`config.mk`:
```
export PLATFORM = sky130hd
export DESIGN_NAME = odes_top
export DESIGN_NICKNAME = d
export VERILOG_FILES = /design/src/odes_pkg.sv /design/src/odes_top.sv
export SDC_FILE = /design/constraint.sdc
export NUM_CORES = 1
export LEC_CHECK = 0
export ABC_AREA = 1
export BUFFER_PORTS_ARGS = -buffer_cell sky130_fd_sc_hd__buf_2
export CAP_MARGIN = 25
export CORE_MARGIN = 2
export CORE_UTILIZATION = 32
export CTS_BUF_LIST = sky130_fd_sc_hd__clkbuf_8 sky130_fd_sc_hd__clkbuf_16
export DETAILED_ROUTE_END_ITERATION = 6
export GPL_ROUTABILITY_DRIVEN = 0
export PLACE_DENSITY_LB_ADDON = 0.2
export SLEW_MARGIN = 20
export SYNTH_ARGS = -nofsm -noshare
export SYNTH_HDL_FRONTEND = slang
export SYNTH_SLANG_ARGS = --single-unit
```
`constraint.sdc`:
```
create_clock -name clk_i -period 1.25 [get_ports clk_i]
set_input_delay 0.1875 -clock clk_i [delete_from_list [all_inputs] [get_ports clk_i]]
set_output_delay 0.1875 -clock clk_i [all_outputs]
set_load 0.02 [all_outputs]
```
`src/odes_pkg.sv`:
```
// constants, register map and carriers for the output driver enable sequencer
// assumes a 10 MHz clock and a classic wishbone slave with 32-bit data
package odes_pkg;
  // printed register indices; byte address is four times the index
  localparam logic [7:0] IDX_HP_ENABLE = 8'h0e;
  localparam logic [7:0] IDX_LINE_ENABLE = 8'h0f;
  localparam logic [7:0] IDX_DAC_CTRL_ONE = 8'h21;
  localparam logic [7:0] IDX_HP_POP = 8'h5a;
  localparam logic [7:0] IDX_LINE_POP = 8'h5e;
  localparam logic [7:0] IDX_OUT_MUX = 8'h60;
  localparam logic [7:0] IDX_STATUS = 8'h61;
  localparam int ADDR_W = 10;
  localparam int REG_W = 16;
  // field positions
  localparam int BIT_AMP_LEFT = 1;
  localparam int BIT_AMP_RIGHT = 0;
  localparam int BIT_OSR = 6;
  localparam int BIT_L_SHORT = 7;
  localparam int BIT_L_OUTP = 6;
  localparam int BIT_L_MID = 5;
  localparam int BIT_L_IN = 4;
  localparam int BIT_R_SHORT = 3;
  localparam int BIT_R_OUTP = 2;
  localparam int BIT_R_MID = 1;
  localparam int BIT_R_IN = 0;
  localparam int POP_W = 8;
  localparam int MUX_W = 4;
  localparam int AMP_W = 2;
  localparam logic [REG_W-1:0] RST_ZERO = 16'h0000;
  // dac control one resets with soft mute set
  localparam logic [REG_W-1:0] RST_DAC_CTRL = 16'h0008;
  // all four outputs sit shorted to ground out of reset
  localparam logic [3:0] RST_SHORTED = 4'hf;
  // input stage settle time before the mid stage may follow
  localparam int SETTLE_US = 20;
  localparam int CLK_MHZ = 10;
  localparam int SETTLE_CYC = SETTLE_US * CLK_MHZ;

  typedef struct packed {
    logic short_release;
    logic output_stage;
    logic mid_stage;
    logic input_stage;
  } odes_chan_type;

  typedef struct packed {
    odes_chan_type left;
    odes_chan_type right;
  } odes_pair_type;

  typedef struct packed {
    logic [AMP_W-1:0] hp_amp;
    logic [AMP_W-1:0] line_amp;
    logic dac_double_oversample;
    logic [MUX_W-1:0] out_mux;
    odes_pair_type hp;
    odes_pair_type line;
    logic [3:0] short_to_ground;
  } odes_ctrl_type;
endpackage

```
`src/odes_top.sv`:
```
// register file and analogue output control for the output driver sequencer
// assumes a classic wishbone master on clk_i; analogue blocks take ctrl_o
//
// Behaviour
// - oversample bit doubles DAC rate, resets clear
// - outputs take DAC unless mux picks bypass
// - four amp enables at bits one, zero
// - outputs grounded until short release set
// - left headphone pop bits seven to five
// - headphone left input bit four, right three-zero
// - line pop left bits seven to five
//
// The implementer's own choice: the Wishbone slave port.
`timescale 1ns/10ps
module odes_top #(
  parameter int SETTLE_CYCLES = odes_pkg::SETTLE_CYC
) (
  input wire logic clk_i,
  input wire logic rst_i,
  input wire logic cyc_i,
  input wire logic stb_i,
  input wire logic we_i,
  input wire logic [odes_pkg::ADDR_W-1:0] adr_i,
  input wire logic [3:0] sel_i,
  input wire logic [31:0] dat_i,
  output logic [31:0] dat_o,
  output logic ack_o,
  output odes_pkg::odes_ctrl_type ctrl_o,
  output logic [3:0] settle_wait_o
);
  logic [odes_pkg::REG_W-1:0] hp_en, line_en, dac_ctrl, hp_pop, line_pop, out_mux;
  logic [odes_pkg::REG_W-1:0] next_hp_en, next_line_en, next_dac_ctrl;
  logic [odes_pkg::REG_W-1:0] next_hp_pop, next_line_pop, next_out_mux;
  logic [31:0] next_dat;
  logic next_ack;
  odes_pkg::odes_ctrl_type next_ctrl;
  logic [3:0] next_wait;
  logic [3:0] in_bits, mid_bits;
  logic [7:0] idx;
  logic req;

  function automatic logic [odes_pkg::REG_W-1:0] merge(
    input logic [odes_pkg::REG_W-1:0] old_val,
    input logic [31:0] wr,
    input logic [3:0] sel);
    logic [odes_pkg::REG_W-1:0] res;
    res = old_val;
    // lanes above the register width are ignored
    for (int lane = 0; lane < odes_pkg::REG_W / 8; lane++) begin
      if (sel[lane]) begin
        res[lane*8 +: 8] = wr[lane*8 +: 8];
      end
    end
    return res;
  endfunction

  // a pop control nibble maps straight onto the channel carrier
  function automatic odes_pkg::odes_chan_type chan(input logic [3:0] f);
    chan = f;
  endfunction

  assign idx = adr_i[odes_pkg::ADDR_W-1:2];
  assign req = cyc_i && stb_i && !ack_o;
  assign in_bits = {hp_pop[odes_pkg::BIT_L_IN], hp_pop[odes_pkg::BIT_R_IN],
                    line_pop[odes_pkg::BIT_L_IN], line_pop[odes_pkg::BIT_R_IN]};
  assign mid_bits = {hp_pop[odes_pkg::BIT_L_MID], hp_pop[odes_pkg::BIT_R_MID],
                     line_pop[odes_pkg::BIT_L_MID], line_pop[odes_pkg::BIT_R_MID]};

  // writes land at the edge that takes the request; unmapped indices are ignored
  always_comb begin
    next_hp_en = hp_en;
    next_line_en = line_en;
    next_dac_ctrl = dac_ctrl;
    next_hp_pop = hp_pop;
    next_line_pop = line_pop;
    next_out_mux = out_mux;
    if (req && we_i) begin
      unique case (idx)
        odes_pkg::IDX_HP_ENABLE: next_hp_en = merge(hp_en, dat_i, sel_i);
        odes_pkg::IDX_LINE_ENABLE: next_line_en = merge(line_en, dat_i, sel_i);
        odes_pkg::IDX_DAC_CTRL_ONE: next_dac_ctrl = merge(dac_ctrl, dat_i, sel_i);
        odes_pkg::IDX_HP_POP: next_hp_pop = merge(hp_pop, dat_i, sel_i);
        odes_pkg::IDX_LINE_POP: next_line_pop = merge(line_pop, dat_i, sel_i);
        odes_pkg::IDX_OUT_MUX: next_out_mux = merge(out_mux, dat_i, sel_i);
        default: ;
      endcase
    end
    // unused bits of each register except dac control one are kept zero
    next_hp_en[odes_pkg::REG_W-1:odes_pkg::AMP_W] = '0;
    next_line_en[odes_pkg::REG_W-1:odes_pkg::AMP_W] = '0;
    next_hp_pop[odes_pkg::REG_W-1:odes_pkg::POP_W] = '0;
    next_line_pop[odes_pkg::REG_W-1:odes_pkg::POP_W] = '0;
    next_out_mux[odes_pkg::REG_W-1:odes_pkg::MUX_W] = '0;
  end

  // read data is registered and stands only in the ack cycle
  always_comb begin
    next_dat = 32'h0000_0000;
    next_ack = req;
    if (req && !we_i) begin
      unique case (idx)
        odes_pkg::IDX_HP_ENABLE: next_dat = {16'h0000, hp_en};
        odes_pkg::IDX_LINE_ENABLE: next_dat = {16'h0000, line_en};
        odes_pkg::IDX_DAC_CTRL_ONE: next_dat = {16'h0000, dac_ctrl};
        odes_pkg::IDX_HP_POP: next_dat = {16'h0000, hp_pop};
        odes_pkg::IDX_LINE_POP: next_dat = {16'h0000, line_pop};
        odes_pkg::IDX_OUT_MUX: next_dat = {16'h0000, out_mux};
        odes_pkg::IDX_STATUS: next_dat = {28'h0000000, settle_wait_o};
        default: next_dat = 32'h0000_0000;
      endcase
    end
  end

  // one settle counter per input stage, bit 3 down to 0: hp l, hp r, line l, line r
  for (genvar g = 0; g < 4; g++) begin : gen_settle
    logic [15:0] cnt;
    logic [15:0] next_cnt;
    logic next_hold;

    // the count restarts whenever the input stage drops, so a quick off-on
    // cannot reuse an old settle time; a settle count above 16 bits is cut
    always_comb begin
      next_cnt = cnt;
      if (!in_bits[g]) begin
        next_cnt = 16'h0000;
      end else if (cnt < 16'(SETTLE_CYCLES)) begin
        next_cnt = cnt + 16'h0001;
      end
      // the present count is used so the hold spans the full settle time
      next_hold = in_bits[g] && (cnt < 16'(SETTLE_CYCLES));
    end

    always_ff @(posedge clk_i) begin
      if (rst_i) begin
        cnt <= 16'h0000;
      end else begin
        cnt <= next_cnt;
      end
    end

    assign next_wait[g] = next_hold;
  end

  // controls are registered once more, so they trail a write by two edges
  always_comb begin
    next_ctrl.hp_amp = hp_en[odes_pkg::AMP_W-1:0];
    next_ctrl.line_amp = line_en[odes_pkg::AMP_W-1:0];
    next_ctrl.dac_double_oversample = dac_ctrl[odes_pkg::BIT_OSR];
    next_ctrl.out_mux = out_mux[odes_pkg::MUX_W-1:0];
    next_ctrl.hp.left = chan(hp_pop[odes_pkg::BIT_L_SHORT:odes_pkg::BIT_L_IN]);
    next_ctrl.hp.right = chan(hp_pop[odes_pkg::BIT_R_SHORT:odes_pkg::BIT_R_IN]);
    next_ctrl.line.left = chan(line_pop[odes_pkg::BIT_L_SHORT:odes_pkg::BIT_L_IN]);
    next_ctrl.line.right = chan(line_pop[odes_pkg::BIT_R_SHORT:odes_pkg::BIT_R_IN]);
    // a mid stage asked for while its input stage is on but not yet settled is held off in hardware
    next_ctrl.hp.left.mid_stage = mid_bits[3] && !next_wait[3];
    next_ctrl.hp.right.mid_stage = mid_bits[2] && !next_wait[2];
    next_ctrl.line.left.mid_stage = mid_bits[1] && !next_wait[1];
    next_ctrl.line.right.mid_stage = mid_bits[0] && !next_wait[0];
    next_ctrl.short_to_ground = ~{hp_pop[odes_pkg::BIT_L_SHORT], hp_pop[odes_pkg::BIT_R_SHORT],
                                  line_pop[odes_pkg::BIT_L_SHORT],
                                  line_pop[odes_pkg::BIT_R_SHORT]};
  end

  // register file
  always_ff @(posedge clk_i) begin
    if (rst_i) begin
      hp_en <= odes_pkg::RST_ZERO;
      line_en <= odes_pkg::RST_ZERO;
      dac_ctrl <= odes_pkg::RST_DAC_CTRL;
      hp_pop <= odes_pkg::RST_ZERO;
      line_pop <= odes_pkg::RST_ZERO;
      out_mux <= odes_pkg::RST_ZERO;
    end else begin
      hp_en <= next_hp_en;
      line_en <= next_line_en;
      dac_ctrl <= next_dac_ctrl;
      hp_pop <= next_hp_pop;
      line_pop <= next_line_pop;
      out_mux <= next_out_mux;
    end
  end

  // bus answer: ack_o drops the cycle after it rose even if stb_i is still high
  always_ff @(posedge clk_i) begin
    if (rst_i) begin
      dat_o <= 32'h0000_0000;
      ack_o <= 1'b0;
    end else begin
      dat_o <= next_dat;
      ack_o <= next_ack;
    end
  end

  // analogue controls
  always_ff @(posedge clk_i) begin
    if (rst_i) begin
      ctrl_o <= '0;
      ctrl_o.short_to_ground <= odes_pkg::RST_SHORTED;
    end else begin
      ctrl_o <= next_ctrl;
    end
  end

  // settle status, readable so software can see a held mid stage
  always_ff @(posedge clk_i) begin
    if (rst_i) begin
      settle_wait_o <= 4'h0;
    end else begin
      settle_wait_o <= next_wait;
    end
  end
endmodule

```
==> flow_summary.json, run 1 <==
{
  "status": "complete, but fails checks",
  "violations": "negative setup slack",
  "vias": 5071,
  "ys_ff_latch": 154,
  "cts-root-buf": "clkbuf_16",
  "yosysUniqueCellTypes": 35,
  "ys_top_cells_by_count": "nor2_1 (158), dfxtp_1 (154), inv_1 (120), nand2_1 (120), o21ai_0 (59)",
  "dr_wl_met3_um": 509,
  "fin_util": 0.436,
  "whs_ns": 0.00354,
  "synth_top_family_by_area": "simple AND/OR/NAND/NOR gates",
  "crit_top_cell": "buf_12",
  "async_flop_share": 0,
  "drive_gt1_frac": 0.303,
  "max_clock_freq_ghz": 0.778,
  "io-pin-count": 117,
  "yosysMostFrequentCell": "nor2_1",
  "syn_inst": 795,
  "clk_latency_ns": 0.43,
  "crit_path_max_fanout": 7,
  "yosys-top-cells-area": "dfxtp_1 (50%), nor2_1 (9.7%), inv_1 (7.4%), nand2_1 (7.4%), o21ai_0 (4.8%)",
  "drt-total-wl_um": 13800,
  "setup_violations": 3,
  "fp.dieW_um": 142,
  "fin_crit_ns": 1.29,
  "synth_top_area_cell": "dfxtp_1",
  "track_usage": 0.139,
  "die_y_um": 142,
  "path_class": "reg -> reg",
  "critPathLaunchType": "register",
  "h-tree-depth": 4,
  "synth_compound_area_frac": 0.108,
  "timing.final.ws_setup_ns": -0.0359,
  "hp-class": "in -> reg",
  "synth_edf_count": 0,
  "cts_made_buffers": 17,
  "wl_met2_um": 6390,
  "synth_fa_ha_area_frac": 0.00819,
  "ir_worst_vdd_v": 0.000768,
  "dr.first_iter.drc_count": 211,
  "area_growth_pct": 33.4,
  "critPathBufInv": 3,
  "wl_per_cell_um": 11.5,
  "top_layer_used": "met4",
  "synth_top_area_share": 0.505,
  "worstPathArrival_ns": 1.65,
  "first_pass_iters": 4,
  "crit_slowest_cell": "dfxtp_2",
  "crit_family": "buffers and inverters",
  "p_leak_uw": 0.00364,
  "slowest_delay_ns": 0.33,
  "grt_max_degree": 26,
  "muxShareOfSynthArea": 0,
  "grt_pass1_wl_um": 22000,
  "cp.required_ns": 1.62,
  "antenna_found_initial": 0,
  "hold_viol": 0,
  "syn_avg_cell_area_um2": 7.69,
  "crit_chain": "nor2_4 -> nand3_4 -> buf_12 -> nor2_8 -> buf_12 -> buf_12 -> o21ai_2 -> a21oi_2",
  "ant_nets": 0,
  "synth_area_mm2": 0.00611,
  "portBuffers": 80,
  "clock_sinks": 154,
  "synth_warnings": 0,
  "gr-total-overflow": 0,
  "rsz0062_at_grt": "yes",
  "remaining_drc_errors": 0,
  "num_antenna_cells": 0,
  "core_area_mm2": 0.0187,
  "clkTransAtPathRegs_ns": 0.07,
  "nets": 1003,
  "drv_cap": 0,
  "fin_skew_ns": 0.00858,
  "synth-main-ff-cell": "dfxtp_1",
  "yosys.area_share.simple": 0.258,
  "cp-end-kind": "register",
  "synth_seq_area_share": 0.505,
  "die_area_mm2": 0.0202,
  "fp-row-count": 50,
  "power_per_cell_area_mw_per_mm2": 1260,
  "place_hpwl_um": 9580,
  "routed_via_density": 4.24,
  "grt_pass1_vias": 4671,
  "finalCritPeriodShare": 1.03,
  "start_util": 0.327,
  "finalMaxSlewViolations": 0,
  "cts_buffer_depth": 2,
  "cts_tree": "yes",
  "wl_met1_um": 6650,
  "synth_xor_area_frac": 0.00717
}
==> metrics by stage <==
step           power (uW)  cell area, um^2  worst slack [ns]  setup TNS [ns]  instances
2_1_floorplan        5230             6170            0.0105               0        810
3_3_place_gp         5330             7070           -0.0947           -1.95       1143
3_5_place_dp         5330             7070            -0.115           -2.69       1143
4_1_cts             10400             7740          -0.00690         -0.0130       1180
5_1_grt             10700             8150            -0.109           -1.45       1195
6_report            10300             8150           -0.0359         -0.0831       1195
==> repair_timing <==
action / 4_1_cts / 5_1_grt
pin swaps: 4 / 43
hold buffers: 1 / 0
endpoints found under the setup margin: 22 / 74
endpoints found under the hold margin: 1 / 0
gates cloned: 1 / 2
buffers inserted: 3 / 13
gates resized for setup: 5 / 111
==> cell usage in the layout, fill, tap and decap left out, types with 2 or more instances in the layout <==
cell type   synthesis  layout
a21oi_1            49      43
a21oi_2             4      10
buf_12              0       9
buf_2               3      80
buf_4              18      52
buf_6               1       6
clkbuf_16           0      17
clkinv_4            1       5
clkinvlp_4          0       2
conb_1              1      16
dfxtp_1           154     145
dfxtp_2             0       9
ha_1                4       4
inv_1             120     106
inv_2               3      17
inv_6               0       2
inv_8               0       5
nand2_1           120     111
nand2_2             4      10
nand2_4             5      10
nand3_1            40      37
nand3_2             0       3
nor2_1            158     141
nor2_2              1      13
nor2_4              6      11
nor2_8              4       4
nor3_1              9       6
nor3_2              0       3
o21ai_0            59      37
o21ai_1             1      11
o21ai_2             5      16
o21bai_1            3       3
xnor2_1             2       2
xor2_1              3       3
==> sequential cells by signal, indices dropped and copies added, names as in the netlist, 2 cells and up <==
name and cells:
dat_o 16, out_mux 4, gen_settle.cnt 64, line_pop 8, dac_ctrl 16, hp_en 2, ctrl_o 29, line_en 2
hp_pop 8, settle_wait_o 4
==> final timing paths <==
check	from	endpoint	slack [ns]	cells past startpoint
max	ack_o$_SDFF_PP0_	hp_pop[6]$_SDFFE_PP0P_	-0.04	8
min	dat_i[12]	dac_ctrl[12]$_SDFFE_PP0P_	0.004	3
max reg2reg	ack_o$_SDFF_PP0_	hp_pop[6]$_SDFFE_PP0P_	-0.04	8
min reg2reg	gen_settle[1].cnt[14]$_SDFFE_PP0N_	gen_settle[1].cnt[14]$_SDFFE_PP0N_	0.43	2
==> cell type report <==
cell class / instances / area (um^2)
fill: 1882 / 10600
multi-input combinational: 502 / 2630
sequential: 154 / 3090
clock buffer: 17 / 425
timing repair buffer: 149 / 1080
inverter: 124 / 470
clock inverter: 15 / 159
tap: 234 / 293
==> cell families after synthesis <==
logic type,after synthesis
and+or+nand+nor,352
buffers and inverters,156
DFF,154
AOI/OAI and AO/OA,123
xor gates and xnor gates,5
adders and majority gates,4
other,1
==> metal layers <==
layer  up-vias  global-route usage
met2        92               0.223
met5         -                   0
li1       2741                   -
met4         0              0.0621
met3        18              0.0326
met1      2220               0.177
==> report_power, final <==
part | internal (uW) | total, uW | switching, uW
combinational | 113 | 326 | 213
sequential | 4910 | 4910 | 1.57
clock | 2820 | 5060 | 2230
==> worst register-to-register path: stages (launching register included) <==
cell and delay, ns:
dfxtp_2 0.33, nor2_4 0.11, nand3_4 0.12, buf_12 0.16, nor2_8 0.12, buf_12 0.14
buf_12 0.11, o21ai_2 0.05, a21oi_2 0.09
Note: power is estimated with default switching activity, not from simulation.
==> inputs of run 2 (changes only) <==
--- a/config.mk
+++ b/config.mk
@@ -9,7 +9,7 @@
 export BUFFER_PORTS_ARGS = -buffer_cell sky130_fd_sc_hd__buf_2
 export CAP_MARGIN = 25
 export CORE_MARGIN = 2
-export CORE_UTILIZATION = 32
+export CORE_UTILIZATION = 50
 export CTS_BUF_LIST = sky130_fd_sc_hd__clkbuf_8 sky130_fd_sc_hd__clkbuf_16
 export DETAILED_ROUTE_END_ITERATION = 6
 export GPL_ROUTABILITY_DRIVEN = 0
==> flow_summary.json, run 2 (synthesized netlist as in run 1, its figures left out) <==
{
  "dpl_worst_slack_ns": -0.128,
  "hp-class": "in -> reg",
  "cts_made_buffers": 17,
  "power_uw": 10400,
  "cts_tree": "yes",
  "final_cell_mix": "nor2_1 (142), dfxtp_1 (141), nand2_1 (114)",
  "grt_pass1_wl_um": 21700,
  "drv_cap": 0,
  "routed_via_density": 4.82,
  "power_per_cell_area_mw_per_mm2": 1320,
  "track_usage": 0.207,
  "reg2regPathDepth": 5,
  "place_hpwl_um": 9220,
  "grt_max_degree": 23,
  "first_pass_iters": 7,
  "drt-total-wl_um": 13300,
  "die_area_mm2": 0.0131,
  "path_class": "reg -> reg",
  "portBuffers": 80,
  "fillers": 990,
  "ant_nets": 0,
  "r2r_start": "ack_o$_SDFF_PP0_",
  "cts_hold_buf": 0,
  "critPathLaunchType": "register",
  "cts_buffer_depth": 2,
  "fp.dieW_um": 115,
  "status": "completed",
  "fp-row-count": 40,
  "core_area_mm2": 0.0120,
  "fin_skew_ns": 0.00820,
  "dr.first_iter.drc_count": 383,
  "worstHoldPathCells": 3,
  "cts-root-buf": "clkbuf_16",
  "p_leak_uw": 0.00354,
  "fin_util": 0.655,
  "max_clock_freq_ghz": 0.822,
  "drive_gt1_frac": 0.283,
  "reg_top3": "gen_settle.cnt x64, ctrl_o x29",
  "vias": 5269,
  "io-pin-count": 117,
  "regMostFlops": "gen_settle.cnt",
  "holdPathEnd": "dac_ctrl[14]$_SDFFE_PP0P_",
  "grt_pass1_vias": 4930,
  "cp.required_ns": 1.55,
  "multi_input_area_mm2": 0.00259,
  "clk_latency_ns": 0.42,
  "clkTransAtPathRegs_ns": 0.06,
  "timing.final.ws_setup_ns": 0.0340,
  "h-tree-depth": 4,
  "largest_reg_flops": 64,
  "area_growth_pct": 28.1,
  "nets": 989,
  "antenna_found_initial": 0,
  "gr-total-overflow": 0,
  "crit_path_max_fanout": 8,
  "worstPathArrival_ns": 1.51,
  "seq_area_mm2": 0.00310,
  "finalCritPeriodShare": 0.973,
  "hold_viol": 0,
  "setup_violations": 0,
  "ir_worst_vdd_v": 0.000902,
  "wl_per_cell_um": 12.2,
  "finalMaxSlewViolations": 0,
  "die_y_um": 115,
  "r2r-end": "hp_pop[1]$_SDFFE_PP0P_",
  "cp-end-kind": "register",
  "hp-start": "dat_i[14]",
  "remaining_drc_errors": 0,
  "rsz0062_at_grt": "yes",
  "fin_crit_ns": 1.22,
  "r2r_slack_ns": 0.03,
  "num_antenna_cells": 0,
  "clock_sinks": 154,
  "start_util": 0.511,
  "mostFrequentLayoutCell": "nor2_1"
}
## run 2: worst max-delay path: stages, from the launching register on
cell,delay [ns]
dfxtp_2,0.33
nor2_4,0.11
nand3_4,0.10
buf_12,0.16
nor2_4,0.26
a21oi_1,0.12
## run 2: worst max path at each step
stage                                        from                                end  slack [ns]
6_report                         ack_o$_SDFF_PP0_             hp_pop[1]$_SDFFE_PP0P_        0.03
5_1_grt        gen_settle[0].cnt[14]$_SDFFE_PP0N_  gen_settle[0].cnt[7]$_SDFFE_PP0N_       -0.07
4_1_cts        gen_settle[2].cnt[15]$_SDFFE_PP0N_  gen_settle[2].cnt[4]$_SDFFE_PP0N_       0.006
3_5_place_dp                             adr_i[6]           dac_ctrl[8]$_SDFFE_PP0P_       -0.13
3_3_place_gp                                cyc_i             hp_pop[5]$_SDFFE_PP0P_       -0.08
2_1_floorplan                    ack_o$_SDFF_PP0_           dac_ctrl[5]$_SDFFE_PP0P_        0.01
## run 2: area by class of cell
class / count / area share
sequential: 154 / 0.396
multi-input combinational: 502 / 0.331
timing repair buffer: 135 / 0.112
inverter: 124 / 0.0601
clock buffer: 20 / 0.0596
tap: 147 / 0.0235
clock inverter: 12 / 0.0179
## run 2: power breakdown
part | switching (uW) | leakage [uW] | internal (uW) | total (uW)
Sequential | 1.59 | 0.00125 | 4910 | 4910
Clock | 2020 | 0.000295 | 3120 | 5130
Combinational | 214 | 0.00200 | 111 | 325
## run 2: metal layers
layer	vias up	track usage	wire [um]
li1	2721	-	-
met1	2379	0.246	5810
met2	145	0.359	6580
met3	24	0.0482	633
met4	0	0.0878	280
met5	-	0	0
## run 2: timing repair
action / in CTS / in global routing
setup buffers: 2 / 8
pin swaps: 3 / 33
cloned: 1 / 2
setup endpoints to repair: 31 / 73
gates resized for setup: 5 / 95
## run 2: stage by stage
step / instance area (um^2) / TNS, ns / hold WS, ns / std cells
after floorplan: 6170 / 0 / 0.314 / 810
after global placement: 6900 / -1.15 / 0.414 / 1049
after detailed placement: 6900 / -2.64 / 0.417 / 1049
after CTS: 7560 / 0 / 0.00899 / 1084
after global routing: 7830 / -0.863 / 0.0107 / 1094
final: 7830 / 0 / 0.00787 / 1094
==> inputs of run 3 (changes only) <==
--- a/config.mk
+++ b/config.mk
@@ -13,8 +13,8 @@
 export CTS_BUF_LIST = sky130_fd_sc_hd__clkbuf_8 sky130_fd_sc_hd__clkbuf_16
 export DETAILED_ROUTE_END_ITERATION = 6
 export GPL_ROUTABILITY_DRIVEN = 0
-export PLACE_DENSITY_LB_ADDON = 0.2
-export SLEW_MARGIN = 20
+export PLACE_DENSITY = 0.76
+export SLEW_MARGIN = 15
 export SYNTH_ARGS = -nofsm -noshare
 export SYNTH_HDL_FRONTEND = slang
 export SYNTH_SLANG_ARGS = --single-unit
==> constraint.sdc (replaced) <==
create_clock -name clk_i -period 1.25 [get_ports clk_i]
set_input_delay 0.1875 -clock clk_i [delete_from_list [all_inputs] [get_ports clk_i]]
set_output_delay 0.1875 -clock clk_i [all_outputs]
set_load 0.01 [all_outputs]
==> flow_summary.json, run 3 (synthesized netlist as in run 1, its figures left out) <==
{
  "cts_buffer_depth": 2,
  "core_area_mm2": 0.0120,
  "cts_made_buffers": 17,
  "routed_via_density": 4.82,
  "final_cell_mix": "nor2_1 (140), dfxtp_1 (139), inv_1 (106)",
  "status": "complete, but fails checks",
  "start_util": 0.511,
  "regMostFlops": "gen_settle.cnt",
  "fin_crit_ns": 1.27,
  "crit_path_max_fanout": 4,
  "h-tree-depth": 4,
  "reg_top3": "gen_settle.cnt x64, ctrl_o x29",
  "slowest_delay_ns": 0.34,
  "antenna_found_initial": 0,
  "clkTransAtPathRegs_ns": 0.07,
  "timing.final.ws_setup_ns": -0.0187,
  "power_per_cell_area_mw_per_mm2": 1290,
  "track_usage": 0.207,
  "fp.dieW_um": 115,
  "io-pin-count": 117,
  "cts_tree": "yes",
  "ant_nets": 0,
  "cp-end-kind": "register",
  "place_hpwl_um": 8700,
  "drive_gt1_frac": 0.304,
  "path_class": "reg -> reg",
  "grt_pass1_wl_um": 21600,
  "vias": 5298,
  "remaining_drc_errors": 0,
  "worstPathArrival_ns": 1.62,
  "wl_per_cell_um": 12.5,
  "fp-row-count": 40,
  "hold_viol": 2,
  "dpl_worst_slack_ns": -0.0893,
  "worstHoldPathCells": 3,
  "holdPathEnd": "dac_ctrl[11]$_SDFFE_PP0P_",
  "die_y_um": 115,
  "finalMaxSlewViolations": 0,
  "num_antenna_cells": 0,
  "first_pass_iters": 4,
  "max_clock_freq_ghz": 0.788,
  "rsz0062_at_grt": "yes",
  "clk_latency_ns": 0.43,
  "clock_sinks": 154,
  "crit_chain": "nor2_1 -> nand2_1 -> nand3_1 -> nand2_1 -> buf_4 -> a21oi_1",
  "r2r_slack_ns": -0.02,
  "drv_cap": 0,
  "setup_violations": 6,
  "nets": 994,
  "crit_top_cell": "nand2_1",
  "p_leak_uw": 0.00353,
  "grt_pass1_vias": 4760,
  "mostFrequentLayoutCell": "nor2_1",
  "finalCritPeriodShare": 1.01,
  "hp-class": "in -> reg",
  "violations": "negative hold slack, negative setup slack",
  "cts_hold_buf": 0,
  "dr.first_iter.drc_count": 304,
  "cts-root-buf": "clkbuf_16",
  "whs_ns": -0.00126,
  "die_area_mm2": 0.0131,
  "ir_worst_vdd_v": 0.000613,
  "r2r-end": "gen_settle[2].cnt[0]$_SDFFE_PP0N_",
  "critPathLaunchType": "register",
  "gr-total-overflow": 0,
  "hp-start": "dat_i[11]",
  "largest_reg_flops": 64,
  "portBuffers": 80,
  "r2r_start": "gen_settle[2].cnt[4]$_SDFFE_PP0N_",
  "area_growth_pct": 28.5,
  "cp.required_ns": 1.60,
  "fin_skew_ns": 0.0103,
  "reg2regPathDepth": 6,
  "crit_slowest_cell": "dfxtp_1",
  "grt_max_degree": 17,
  "drt-total-wl_um": 13800,
  "cp-startpoint": "gen_settle[2].cnt[4]$_SDFFE_PP0N_"
}
==> run 3: where the power goes <==
part	internal (uW)	leakage, uW	switching, uW
logic	111	0.00201	189
registers	4910	0.00125	1.59
clock network	2770	0.000270	2130
total	7790	0.00353	2320
==> run 3: worst max-delay path, delay by kind of cell, from the launching register on <==
kind,cells,cell delay [ns]
buffers and inverters,1,0.17
AO/OA/AOI/OAI,1,0.12
flip-flops,1,0.34
AND/OR/NAND/NOR,4,0.57
==> run 3: stage by stage <==
step,setup TNS (ns),instances,instance area (um^2),total power (uW),utilization
final,-0.0678,1099,7850,10100,0.656
after global routing,-1.54,1099,7850,10400,0.656
after CTS,0,1090,7570,10200,0.633
after detailed placement,-2.19,1053,6900,5300,0.577
after global placement,-1.23,1053,6900,5300,0.577
after floorplan,0,810,6170,5200,-
==> run 3: how the worst max path moves through the flow <==
stage	slack, ns	end	cells after the start
after floorplan	0.02	dac_ctrl[5]$_SDFFE_PP0P_	6
after global placement	-0.08	dac_ctrl[12]$_SDFFE_PP0P_	9
after detailed placement	-0.09	dac_ctrl[12]$_SDFFE_PP0P_	9
after CTS	0.002	gen_settle[0].cnt[3]$_SDFFE_PP0N_	9
after global routing	-0.12	gen_settle[2].cnt[0]$_SDFFE_PP0N_	6
final	-0.02	gen_settle[2].cnt[0]$_SDFFE_PP0N_	6
==> run 3: final cells by class <==
cell class / count / area [um^2]
clock buffers: 17 / 425
clock inverters: 15 / 141
fillers: 950 / 4110
inverters: 124 / 470
multi-input cells: 503 / 2610
flip-flops and latches: 154 / 3100
well taps: 147 / 184
repair buffers: 139 / 915
==> run 3: timing repair <==
action,CTS,global route
endpoints found under the hold margin,0,0
pin swaps,5,36
resized for setup,9,119
cloned,3,1
buffers inserted,2,8
endpoints found under the setup margin,36,63
==> run 3: metal layers <==
| layer | vias to the layer above | track usage | wire length [um] |
|---|---|---|---|
| li1 | 2731 | - | - |
| met1 | 2395 | 0.258 | 6020 |
| met2 | 143 | 0.335 | 6680 |
| met3 | 29 | 0.0513 | 692 |
| met4 | 0 | 0.100 | 366 |
| met5 | - | 0 | 0 |
